==> config.mk <==
export PLATFORM = sky130hd
export DESIGN_NAME = pxq_phy_mgmt
export DESIGN_NICKNAME = d
export VERILOG_FILES = /design/src/rtl/pxq_pkg.sv /design/src/rtl/pxq_phy_mgmt.sv
export SDC_FILE = /design/constraint.sdc
export NUM_CORES = 1
export LEC_CHECK = 0
export ABC_CLOCK_PERIOD_IN_PS = 2400
export BUFFER_PORTS_ARGS = -buffer_cell sky130_fd_sc_hd__buf_2
export CAP_MARGIN = 40
export CORE_MARGIN = 4
export CORE_UTILIZATION = 45
export DETAILED_ROUTE_END_ITERATION = 12
export MAX_ROUTING_LAYER = met4
export PLACE_DENSITY = 0.67
export SETUP_SLACK_MARGIN = 0.15
export SLEW_MARGIN = 30
export SYNTH_ARGS = -nofsm -noshare
export SYNTH_HDL_FRONTEND = slang
export SYNTH_SLANG_ARGS = --single-unit
==> constraint.sdc <==
create_clock -name I_CLK_SYS -period 2.4 [get_ports I_CLK_SYS]
set_input_delay 0 -clock I_CLK_SYS [delete_from_list [all_inputs] [get_ports I_CLK_SYS]]
set_output_delay 0 -clock I_CLK_SYS [all_outputs]
set_load 0.005 [all_outputs]
==> src/rtl/pxq_pkg.sv <==
// Package: register map, field positions and frame constants
package pxq_pkg;
  // Register indices on the management bus
  localparam logic [4:0] REG_EXT_CTRL  = 5'h10;
  localparam logic [4:0] REG_QSTAT     = 5'h11;
  // Extended control field positions
  localparam int         EC_OVR_EN     = 15;
  localparam int         EC_ADDR_LO    = 6;
  localparam int         EC_SCR_TEST   = 5;
  localparam int         EC_NRZI       = 3;
  localparam int         EC_INV_CODE   = 2;
  localparam int         EC_SCR_DIS    = 0;
  // Extended control values after reset
  localparam logic       RST_OVR_EN    = 1'h0;
  localparam logic       RST_SCR_TEST  = 1'h0;
  localparam logic       RST_NRZI      = 1'h1;
  localparam logic       RST_INV_CODE  = 1'h0;
  localparam logic       RST_SCR_DIS   = 1'h0;
  // Detailed status field positions
  localparam int         QS_RATE       = 15;
  localparam int         QS_DUPLEX     = 14;
  localparam int         QS_AN_MON_LO  = 11;
  localparam int         QS_AN_DONE    = 4;
  localparam int         QS_SIG_DET    = 3;
  localparam int         QS_LINK       = 0;
  // Latching-high event bits: 10,9,8,7,6,5 then 2,1
  localparam int         QS_EVT_HI_LO  = 5;
  localparam int         QS_EVT_LO_LO  = 1;
  // Status values after reset
  localparam logic [7:0] RST_EVT       = 8'h00;
  localparam logic [2:0] RST_AN_MON    = 3'h0;
  localparam logic       RST_LINK      = 1'h0;
  // Management frame constants
  localparam logic [5:0] PRE_ONES      = 6'h20;
  localparam logic [1:0] OP_READ       = 2'h2;
  localparam logic [1:0] OP_WRITE      = 2'h1;
  localparam logic [3:0] HDR_LAST      = 4'hB;
  localparam logic [3:0] DATA_LAST     = 4'hF;
  localparam logic [1:0] STRAP_WAIT    = 2'h3;
  // Frame receiver states
  typedef enum logic [2:0] {
    ST_PRE,
    ST_START,
    ST_HDR,
    ST_TA,
    ST_DATA
  } pxq_state_e;
endpackage

==> src/rtl/pxq_phy_mgmt.sv <==
// Extended control and quick-poll status registers behind the management port
`timescale 1ns/1ps
`default_nettype none
module pxq_phy_mgmt (
  input  wire logic       I_CLK_SYS,
  input  wire logic       I_RST,
  input  wire logic       I_SOFT_RST,
  input  wire logic       I_MDC,
  input  wire logic       I_MDIO,
  output logic            O_MDIO,
  output logic            O_MDIO_OE,
  input  wire logic [4:0] I_ADDR_STRAP,
  input  wire logic       I_SPEED_PIN,
  input  wire logic       I_HW_MODE,
  input  wire logic       I_SPEED_CTRL,
  input  wire logic       I_DUPLEX,
  input  wire logic       I_AN_EN,
  input  wire logic       I_AN_RESTART,
  input  wire logic [2:0] I_AN_STATE,
  input  wire logic       I_AN_DONE,
  input  wire logic       I_SIG_DETECT,
  input  wire logic       I_LINK_OK,
  input  wire logic [7:0] I_STAT_EVT,
  input  wire logic       I_TX_BIT,
  input  wire logic       I_TX_BIT_EN,
  input  wire logic [3:0] I_TX_NIBBLE,
  input  wire logic       I_TX_ER,
  input  wire logic [4:0] I_TX_STD_CODE,
  output logic            O_TX_SER,
  output logic [4:0]      O_TX_CODE,
  output logic            O_SCR_EN,
  output logic            O_DESCR_UNLOCK,
  output logic            O_OVR_ARMED,
  output logic [4:0]      O_PHY_ADDR,
  output logic            O_SPEED_100
);
  import pxq_pkg::*;

  typedef struct packed {
    logic       mdc_s1;
    logic       mdc_s2;
    logic       mdc_d;
    logic       mdio_s1;
    logic       mdio_s2;
    logic       spd_s1;
    logic       spd_s2;
    logic [4:0] strap_s1;
    logic [4:0] strap_s2;
    logic [1:0] strap_cnt;
    logic       addr_ok;
    logic [4:0] phy_addr;
    pxq_state_e state;
    logic [5:0] pre_cnt;
    logic [3:0] cnt;
    logic [11:0] hdr;
    logic       rd;
    logic [15:0] sh;
    logic       mdio_out;
    logic       mdio_oe;
    logic       ovr_en;
    logic       scr_test;
    logic       nrzi;
    logic       inv_code;
    logic       scr_dis;
    logic [7:0] evt;
    logic [2:0] an_mon;
    logic       link;
    logic       tx_ser;
    logic [4:0] tx_code;
  } pxq_regs_s;

  pxq_regs_s r;
  pxq_regs_s next_r;

  // Test translation of a transmit nibble
  function automatic logic [4:0] test_code(input logic [3:0] nib);
    logic [4:0] c;
    c = {1'h0, nib};
    case (nib)
      4'h8: c = 5'h00;
      4'h9: c = 5'h0D;
      4'hA: c = 5'h0C;
      4'hB: c = 5'h11;
      4'hC: c = 5'h10;
      4'hD: c = 5'h19;
      4'hE: c = 5'h18;
      4'hF: c = 5'h1F;
      default: c = {1'h0, nib};
    endcase
    return c;
  endfunction

  logic        speed100;
  logic        mdc_rise;
  logic        bit_in;
  logic [15:0] ext_rd;
  logic [15:0] qs_rd;
  logic [1:0]  hdr_op;
  logic [4:0]  hdr_pa;
  logic [4:0]  hdr_ra;

  // Live data rate and readback words
  always_comb begin
    speed100 = I_HW_MODE ? r.spd_s2 : I_SPEED_CTRL;
    mdc_rise = r.mdc_s2 & ~r.mdc_d;
    bit_in   = r.mdio_s2;
    // Header fields as they stand at the last header bit
    hdr_op   = r.hdr[10:9];
    hdr_pa   = r.hdr[8:4];
    hdr_ra   = {r.hdr[3:0], bit_in};
    ext_rd   = 16'h0000;
    ext_rd[EC_OVR_EN]                = r.ovr_en;
    ext_rd[EC_ADDR_LO +: 5]          = r.phy_addr;
    ext_rd[EC_SCR_TEST]              = r.scr_test;
    ext_rd[EC_NRZI]                  = r.nrzi;
    ext_rd[EC_INV_CODE]              = r.inv_code;
    ext_rd[EC_SCR_DIS]               = r.scr_dis;
    qs_rd    = 16'h0000;
    qs_rd[QS_RATE]                   = speed100;
    qs_rd[QS_DUPLEX]                 = I_DUPLEX;
    qs_rd[QS_AN_MON_LO +: 3]         = r.an_mon;
    qs_rd[QS_EVT_HI_LO +: 6]         = r.evt[7:2];
    qs_rd[QS_AN_DONE]                = I_AN_DONE;
    qs_rd[QS_SIG_DET]                = I_SIG_DETECT;
    qs_rd[QS_EVT_LO_LO +: 2]         = r.evt[1:0];
    qs_rd[QS_LINK]                   = r.link;
  end

  // Next-state logic of the whole block
  always_comb begin
    next_r          = r;
    next_r.mdc_s1   = I_MDC;
    next_r.mdc_s2   = r.mdc_s1;
    next_r.mdc_d    = r.mdc_s2;
    next_r.mdio_s1  = I_MDIO;
    next_r.mdio_s2  = r.mdio_s1;
    next_r.spd_s1   = I_SPEED_PIN;
    next_r.spd_s2   = r.spd_s1;
    next_r.strap_s1 = I_ADDR_STRAP;
    next_r.strap_s2 = r.strap_s1;

    // Address straps caught once the synchroniser has settled
    if (!r.addr_ok) begin
      if (r.strap_cnt == STRAP_WAIT) begin
        next_r.phy_addr = r.strap_s2;
        next_r.addr_ok  = 1'h1;
      end else begin
        next_r.strap_cnt = r.strap_cnt + 2'h1;
      end
    end

    // Latching status: events set, link drops latch low
    next_r.evt  = r.evt | I_STAT_EVT;
    next_r.link = r.link & I_LINK_OK;
    if (!I_AN_EN || I_AN_RESTART) begin
      next_r.an_mon = RST_AN_MON;
    end else if (I_AN_STATE > r.an_mon) begin
      next_r.an_mon = I_AN_STATE;
    end

    // Management frame receiver on rising MDC
    if (mdc_rise) begin
      case (r.state)
        ST_PRE: begin
          if (bit_in) begin
            if (r.pre_cnt != PRE_ONES) begin
              next_r.pre_cnt = r.pre_cnt + 6'h01;
            end
          end else if (r.pre_cnt == PRE_ONES && r.addr_ok) begin
            next_r.state = ST_START;
          end else begin
            next_r.pre_cnt = 6'h00;
          end
        end
        ST_START: begin
          next_r.pre_cnt = 6'h00;
          next_r.cnt     = 4'h0;
          next_r.state   = bit_in ? ST_HDR : ST_PRE;
        end
        ST_HDR: begin
          next_r.hdr = {r.hdr[10:0], bit_in};
          next_r.cnt = r.cnt + 4'h1;
          if (r.cnt == HDR_LAST) begin
            next_r.cnt   = 4'h0;
            next_r.state = ST_PRE;
            // Only frames for this address go on past the header
            if (hdr_pa == r.phy_addr) begin
              if (hdr_op == OP_READ) begin
                if (hdr_ra == REG_EXT_CTRL) begin
                  next_r.state = ST_TA;
                  next_r.rd    = 1'h1;
                  next_r.sh    = ext_rd;
                end else if (hdr_ra == REG_QSTAT) begin
                  next_r.state = ST_TA;
                  next_r.rd    = 1'h1;
                  next_r.sh    = qs_rd;
                  // Read returns history, then latches the current condition
                  next_r.evt    = I_STAT_EVT;
                  next_r.link   = I_LINK_OK;
                  next_r.an_mon = I_AN_EN && !I_AN_RESTART ? I_AN_STATE : RST_AN_MON;
                end
              end else if (hdr_op == OP_WRITE) begin
                next_r.state = ST_TA;
                next_r.rd    = 1'h0;
                next_r.sh    = {11'h000, hdr_ra};
              end
            end
          end
        end
        ST_TA: begin
          // Turnaround: a read drives zero on its second bit
          next_r.cnt = r.cnt + 4'h1;
          if (r.rd && r.cnt == 4'h0) begin
            next_r.mdio_oe  = 1'h1;
            next_r.mdio_out = 1'h0;
          end
          if (r.cnt == 4'h1) begin
            next_r.cnt   = 4'h0;
            next_r.state = ST_DATA;
            if (r.rd) begin
              next_r.mdio_out = r.sh[15];
              next_r.sh       = {r.sh[14:0], 1'h0};
            end else begin
              next_r.hdr = {7'h00, r.sh[4:0]};
            end
          end
        end
        ST_DATA: begin
          // Sixteen data bits, most significant first
          next_r.cnt = r.cnt + 4'h1;
          if (r.rd) begin
            next_r.mdio_out = r.sh[15];
            next_r.sh       = {r.sh[14:0], 1'h0};
          end else begin
            next_r.sh = {r.sh[14:0], bit_in};
          end
          if (r.cnt == DATA_LAST) begin
            next_r.state   = ST_PRE;
            next_r.mdio_oe = 1'h0;
            next_r.mdio_out = 1'h0;
            if (!r.rd) begin
              // Any write to this device consumes the override arming
              next_r.ovr_en = 1'h0;
              if (r.hdr[4:0] == REG_EXT_CTRL) begin
                next_r.ovr_en   = r.sh[EC_OVR_EN - 1];
                next_r.scr_test = r.sh[EC_SCR_TEST - 1];
                next_r.nrzi     = r.sh[EC_NRZI - 1];
                next_r.inv_code = r.sh[EC_INV_CODE - 1];
                next_r.scr_dis  = bit_in;
              end
              // Writes to the status register only clear the override arming
            end
          end
        end
        default: next_r.state = ST_PRE;
      endcase
    end

    // Serial encoder: NRZI toggles on one at 100 Mb/s
    if (I_TX_BIT_EN) begin
      if (speed100 && r.nrzi) begin
        next_r.tx_ser = r.tx_ser ^ I_TX_BIT;
      end else begin
        next_r.tx_ser = I_TX_BIT;
      end
    end

    // Symbol select: test table only under inv_code bit and TX error
    next_r.tx_code = (r.inv_code && I_TX_ER) ? test_code(I_TX_NIBBLE)
                                             : I_TX_STD_CODE;

    // Software reset restores controls and status, keeps the address
    if (I_SOFT_RST) begin
      next_r.ovr_en   = RST_OVR_EN;
      next_r.scr_test = RST_SCR_TEST;
      next_r.nrzi     = RST_NRZI;
      next_r.inv_code = RST_INV_CODE;
      next_r.scr_dis  = RST_SCR_DIS;
      next_r.evt      = RST_EVT;
      next_r.an_mon   = RST_AN_MON;
      next_r.link     = RST_LINK;
      next_r.state    = ST_PRE;
      next_r.mdio_oe  = 1'h0;
      next_r.mdio_out = 1'h0;
    end
  end

  // State register with hardware reset
  always_ff @(posedge I_CLK_SYS or posedge I_RST) begin
    if (I_RST) begin
      r          <= '0;
      r.state    <= ST_PRE;
      r.nrzi     <= RST_NRZI;
      r.ovr_en   <= RST_OVR_EN;
      r.evt      <= RST_EVT;
      r.an_mon   <= RST_AN_MON;
      r.link     <= RST_LINK;
    end else begin
      r <= next_r;
    end
  end

  // Outputs toward datapath and pins
  always_comb begin
    O_MDIO         = r.mdio_out;
    O_MDIO_OE      = r.mdio_oe;
    O_TX_SER       = r.tx_ser;
    O_TX_CODE      = r.tx_code;
    O_SCR_EN       = ~(speed100 & r.scr_dis) & speed100;
    O_DESCR_UNLOCK = r.scr_test & speed100;
    O_OVR_ARMED    = r.ovr_en;
    O_PHY_ADDR     = r.phy_addr;
    O_SPEED_100    = speed100;
  end
endmodule
`default_nettype wire

==> metrics.txt <==
critical path capture point type=flop; final setup TNS=0 ns; clock buffer depth=2; # rows=36; status=completed; Cells after DPL=628; Syn. warnings=0; Syn Nets=502; Post-synth EDFFs=0; I/O Buffers=58; CP max stage cell=or4b_4; reg-to-reg endpoint=r[37]; Synth Register Bits=roughly 90; Syn Area/Cell=10.31 sq um; Core ar.=9910 sq um; number of global-route vias before repair=3,616; critical path depth in cells=6; crit path time final=between 2 and 2.5 ns; CP Buf/Inv Count=1; die height=around 110 um; crit path launch=hdr_ra[3]; Fin. Hold Viols=0; Max Clock Freq=463.1 MHz; Net count, final=about 600; final setup fails=0; post-synthesis sequential area ratio=around half; filler-free cell count of the finished design=681; sequential power share=54.6%; synth top area cells=dfrtp_1 (49%), o21ai_0 (4.5%), mux2_2 (3.4%), nand2_1 (3.4%), ha_1 (3.0%); Slew Viols, Final=0; hold path depth=3; DR WL/cell=approximately 16 um; RSZ-0062 raised after global routing=no; Die X=between 100 and 150 um; CP Launch Type=flop; Synth async-reset ratio=100.0%; R2R depth=6; Initial Util=a little under half; largest net degree at the start of global routing=44; clk sink count=just over 90; Setup Skew=0.01392 ns; cell family with most CP delay=simple AND/OR/NAND/NOR gates; cells after synthesis=449; diode count=0; worst hold slack=0.02847 ns; Worst-path clk slew=roughly 0.10 ns; Internal=0.002231 W; initial antenna violation count=0; Overflow after GRT=0; relative slew slack=a little over half; Max Cap Violations=0; cell area after placement=5061 sq um; first-pass GRT wire length=17.04 mm; die footprint=around 12,000 sq um; Netlist cell types=61; Via density=5.476; r2r setup slk=between 0.2 and 0.25 ns; CP endpoint=r[37]; CTS buffer count=9; P_leak=approximately 2.5 nW; Min-Delay Path Class=input port to flop; Final Cell Area=approximately 5700 sq um; DP HPWL=7.691 mm; switching share of power=25.62%; CP Max Fanout=16; worst skew pair latency=0.36 ns; WL final=10.57 mm; R2R Path Start=hdr_ra[3]; vias=3,729; final worst path period share=between 80% and 90%; Root Buffer=clkbuf_8; clock share of power=35.1%; crit path DAT=2.42 ns; Area Overhead vs Synth=22.14%; post-synth top area share=48.66%; combinational power share=10.3%; drt first-iter violations=234; post-route ant nets=0; Setup CP Type=flop to flop; Most used DFF post-synth=dfrtp_1; CTS H-tree depth=3; Tightest Pin Transition=0.6789 ns; Data required, critical path=2.66 ns; power per cell area=530.5 nW/um^2; Psw=0.0007684 W; Worst path max stage delay=0.61 ns; CP Cell Sequence=or4b_4 > a21oi_2 > nand3_2 > a21oi_4 > buf_12 > mux2_2; layout filler cell count=864; VDD IR max=0.0003340 V; CTS tree=yes; GRT Util Overall=18.63%; Yosys top cell by area=dfrtp_1; boundary pin count=59; ratio of cells with drive above 1 in the final layout=22.99%; Cell Area, Synth=4628 sq um; Final Wtd Congestion=roughly 0.97; Pre-Repair DR Iteration Count=4; DRC viols=0
## cells in the mapped netlist, types with 3 or more instances
cell type	number
ha_1	11
nand3_1	14
xor2_1	5
o21ai_0	42
o21ai_1	3
dfrtp_1	90
nor4b_1	3
mux2_2	14
nand2_1	42
or3b_1	3
nor3_1	5
a21oi_1	17
a31oi_1	3
nor2_1	34
o31ai_1	8
nor3b_1	3
and3_1	5
mux2i_1	11
nand4_1	6
inv_1	18
a22o_1	15
buf_4	10
nand2b_1	7
mux2_4	9
nand3b_1	3
a221oi_1	6
clkbuf_1	12
nor2b_1	10
## power groups by stage
stage          clock network [W]  registers, W  logic, W
2_1_floorplan                  0       0.00165  0.000173
3_3_place_gp                   0       0.00166  0.000255
3_5_place_dp                   0       0.00167  0.000265
4_1_cts                  0.00109       0.00164  0.000312
5_1_grt                  0.00114       0.00165  0.000351
6_report                 0.00105       0.00164  0.000309
## how the worst min path moves through the flow
stage                    to            start
2_1_floorplan    next_r[75]  I_ADDR_STRAP[0]
6_report       O_TX_CODE[2]   I_TX_NIBBLE[1]
3_3_place_gp   O_TX_CODE[0]            I_RST
5_1_grt        O_TX_CODE[2]   I_TX_NIBBLE[2]
3_5_place_dp   O_TX_CODE[0]            I_RST
4_1_cts        O_TX_CODE[2]   I_TX_NIBBLE[1]
## cell families after synthesis
kind of cell               after synthesis  synth area share, %
DFF                                     91                49.23
buffers and inverters                   44                4.785
AOI/OAI and AO/OA                      112                15.95
xor gates and xnor gates                 7                1.325
muxes                                   34                8.705
and+or+nand+nor                        150                17.03
adders and majority gates               11                2.974
## what timing repair did
item / CTS / global route
setup buffers: 0 / 1
hold buffers: 37 / 0
resized for setup: 0 / 5
setup endpoints to repair: 0 / 17
endpoints found under the hold margin: 51 / 0
## cells in the final DEF (no fill, tap or decap), types with 8 or more instances in the layout
master / n
mux2_2: 14
ha_1: 11
mux2i_1: 11
dfrtp_1: 89
a22o_1: 15
nor2_1: 34
o31ai_1: 8
nand3_1: 13
buf_2: 58
clkbuf_8: 9
o21ai_0: 41
nand2_1: 42
mux2_4: 9
inv_1: 17
nor2b_1: 10
buf_4: 12
dlygate4sd3_1: 37
a21oi_1: 17
## cell type report
cell class	count	area, sq um	area share, %
Tap cell	133	166.4	2.944
Timing Repair Buffer	109	790.8	13.99
Clock buffer	9	123.9	2.191
Multi-Input combinational cell	314	2143	37.92
Clock inverter	6	73.82	1.306
Inverter	19	75.07	1.328
Sequential cell	91	2280	40.33
## state kept, by name, indices dropped and copies added (netlist names)
register	cells
r	40
hdr_ra	4
O_TX_SER	1
O_MDIO_OE	1
O_OVR_ARMED	1
hdr_op	2
qs_rd	12
O_MDIO	1
O_PHY_ADDR	5
next_r	9
bit_in	1
hdr_pa	5
ext_rd	4
O_TX_CODE	5
## per-layer routing
layer	global-route usage (%)	vias up	part of all wire, %
met3	3.347	13	5.2
met5	-	-	0
met1	25.58	1815	47
met4	4.898	0	1.2
met2	28.68	104	47
li1	-	1797	-
## worst min-delay path: stages
cell and delay, ns:
buf_2 0.13, a221oi_1 0.08, o21ai_0 0.14
## per-stage QoR
stage / util (%) / total power (W) / setup WS (ns)
after CTS: 56.81 / 0.003037 / 0.1958
after floorplan: - / 0.001824 / 0.3061
after global placement: 51.07 / 0.001920 / 0.3027
final: 57.05 / 0.002999 / 0.2405
after global routing: 57.05 / 0.003134 / 0.1631
after detailed placement: 51.07 / 0.001933 / 0.1941
No activity file was read; power rests on OpenSTA's default activity.
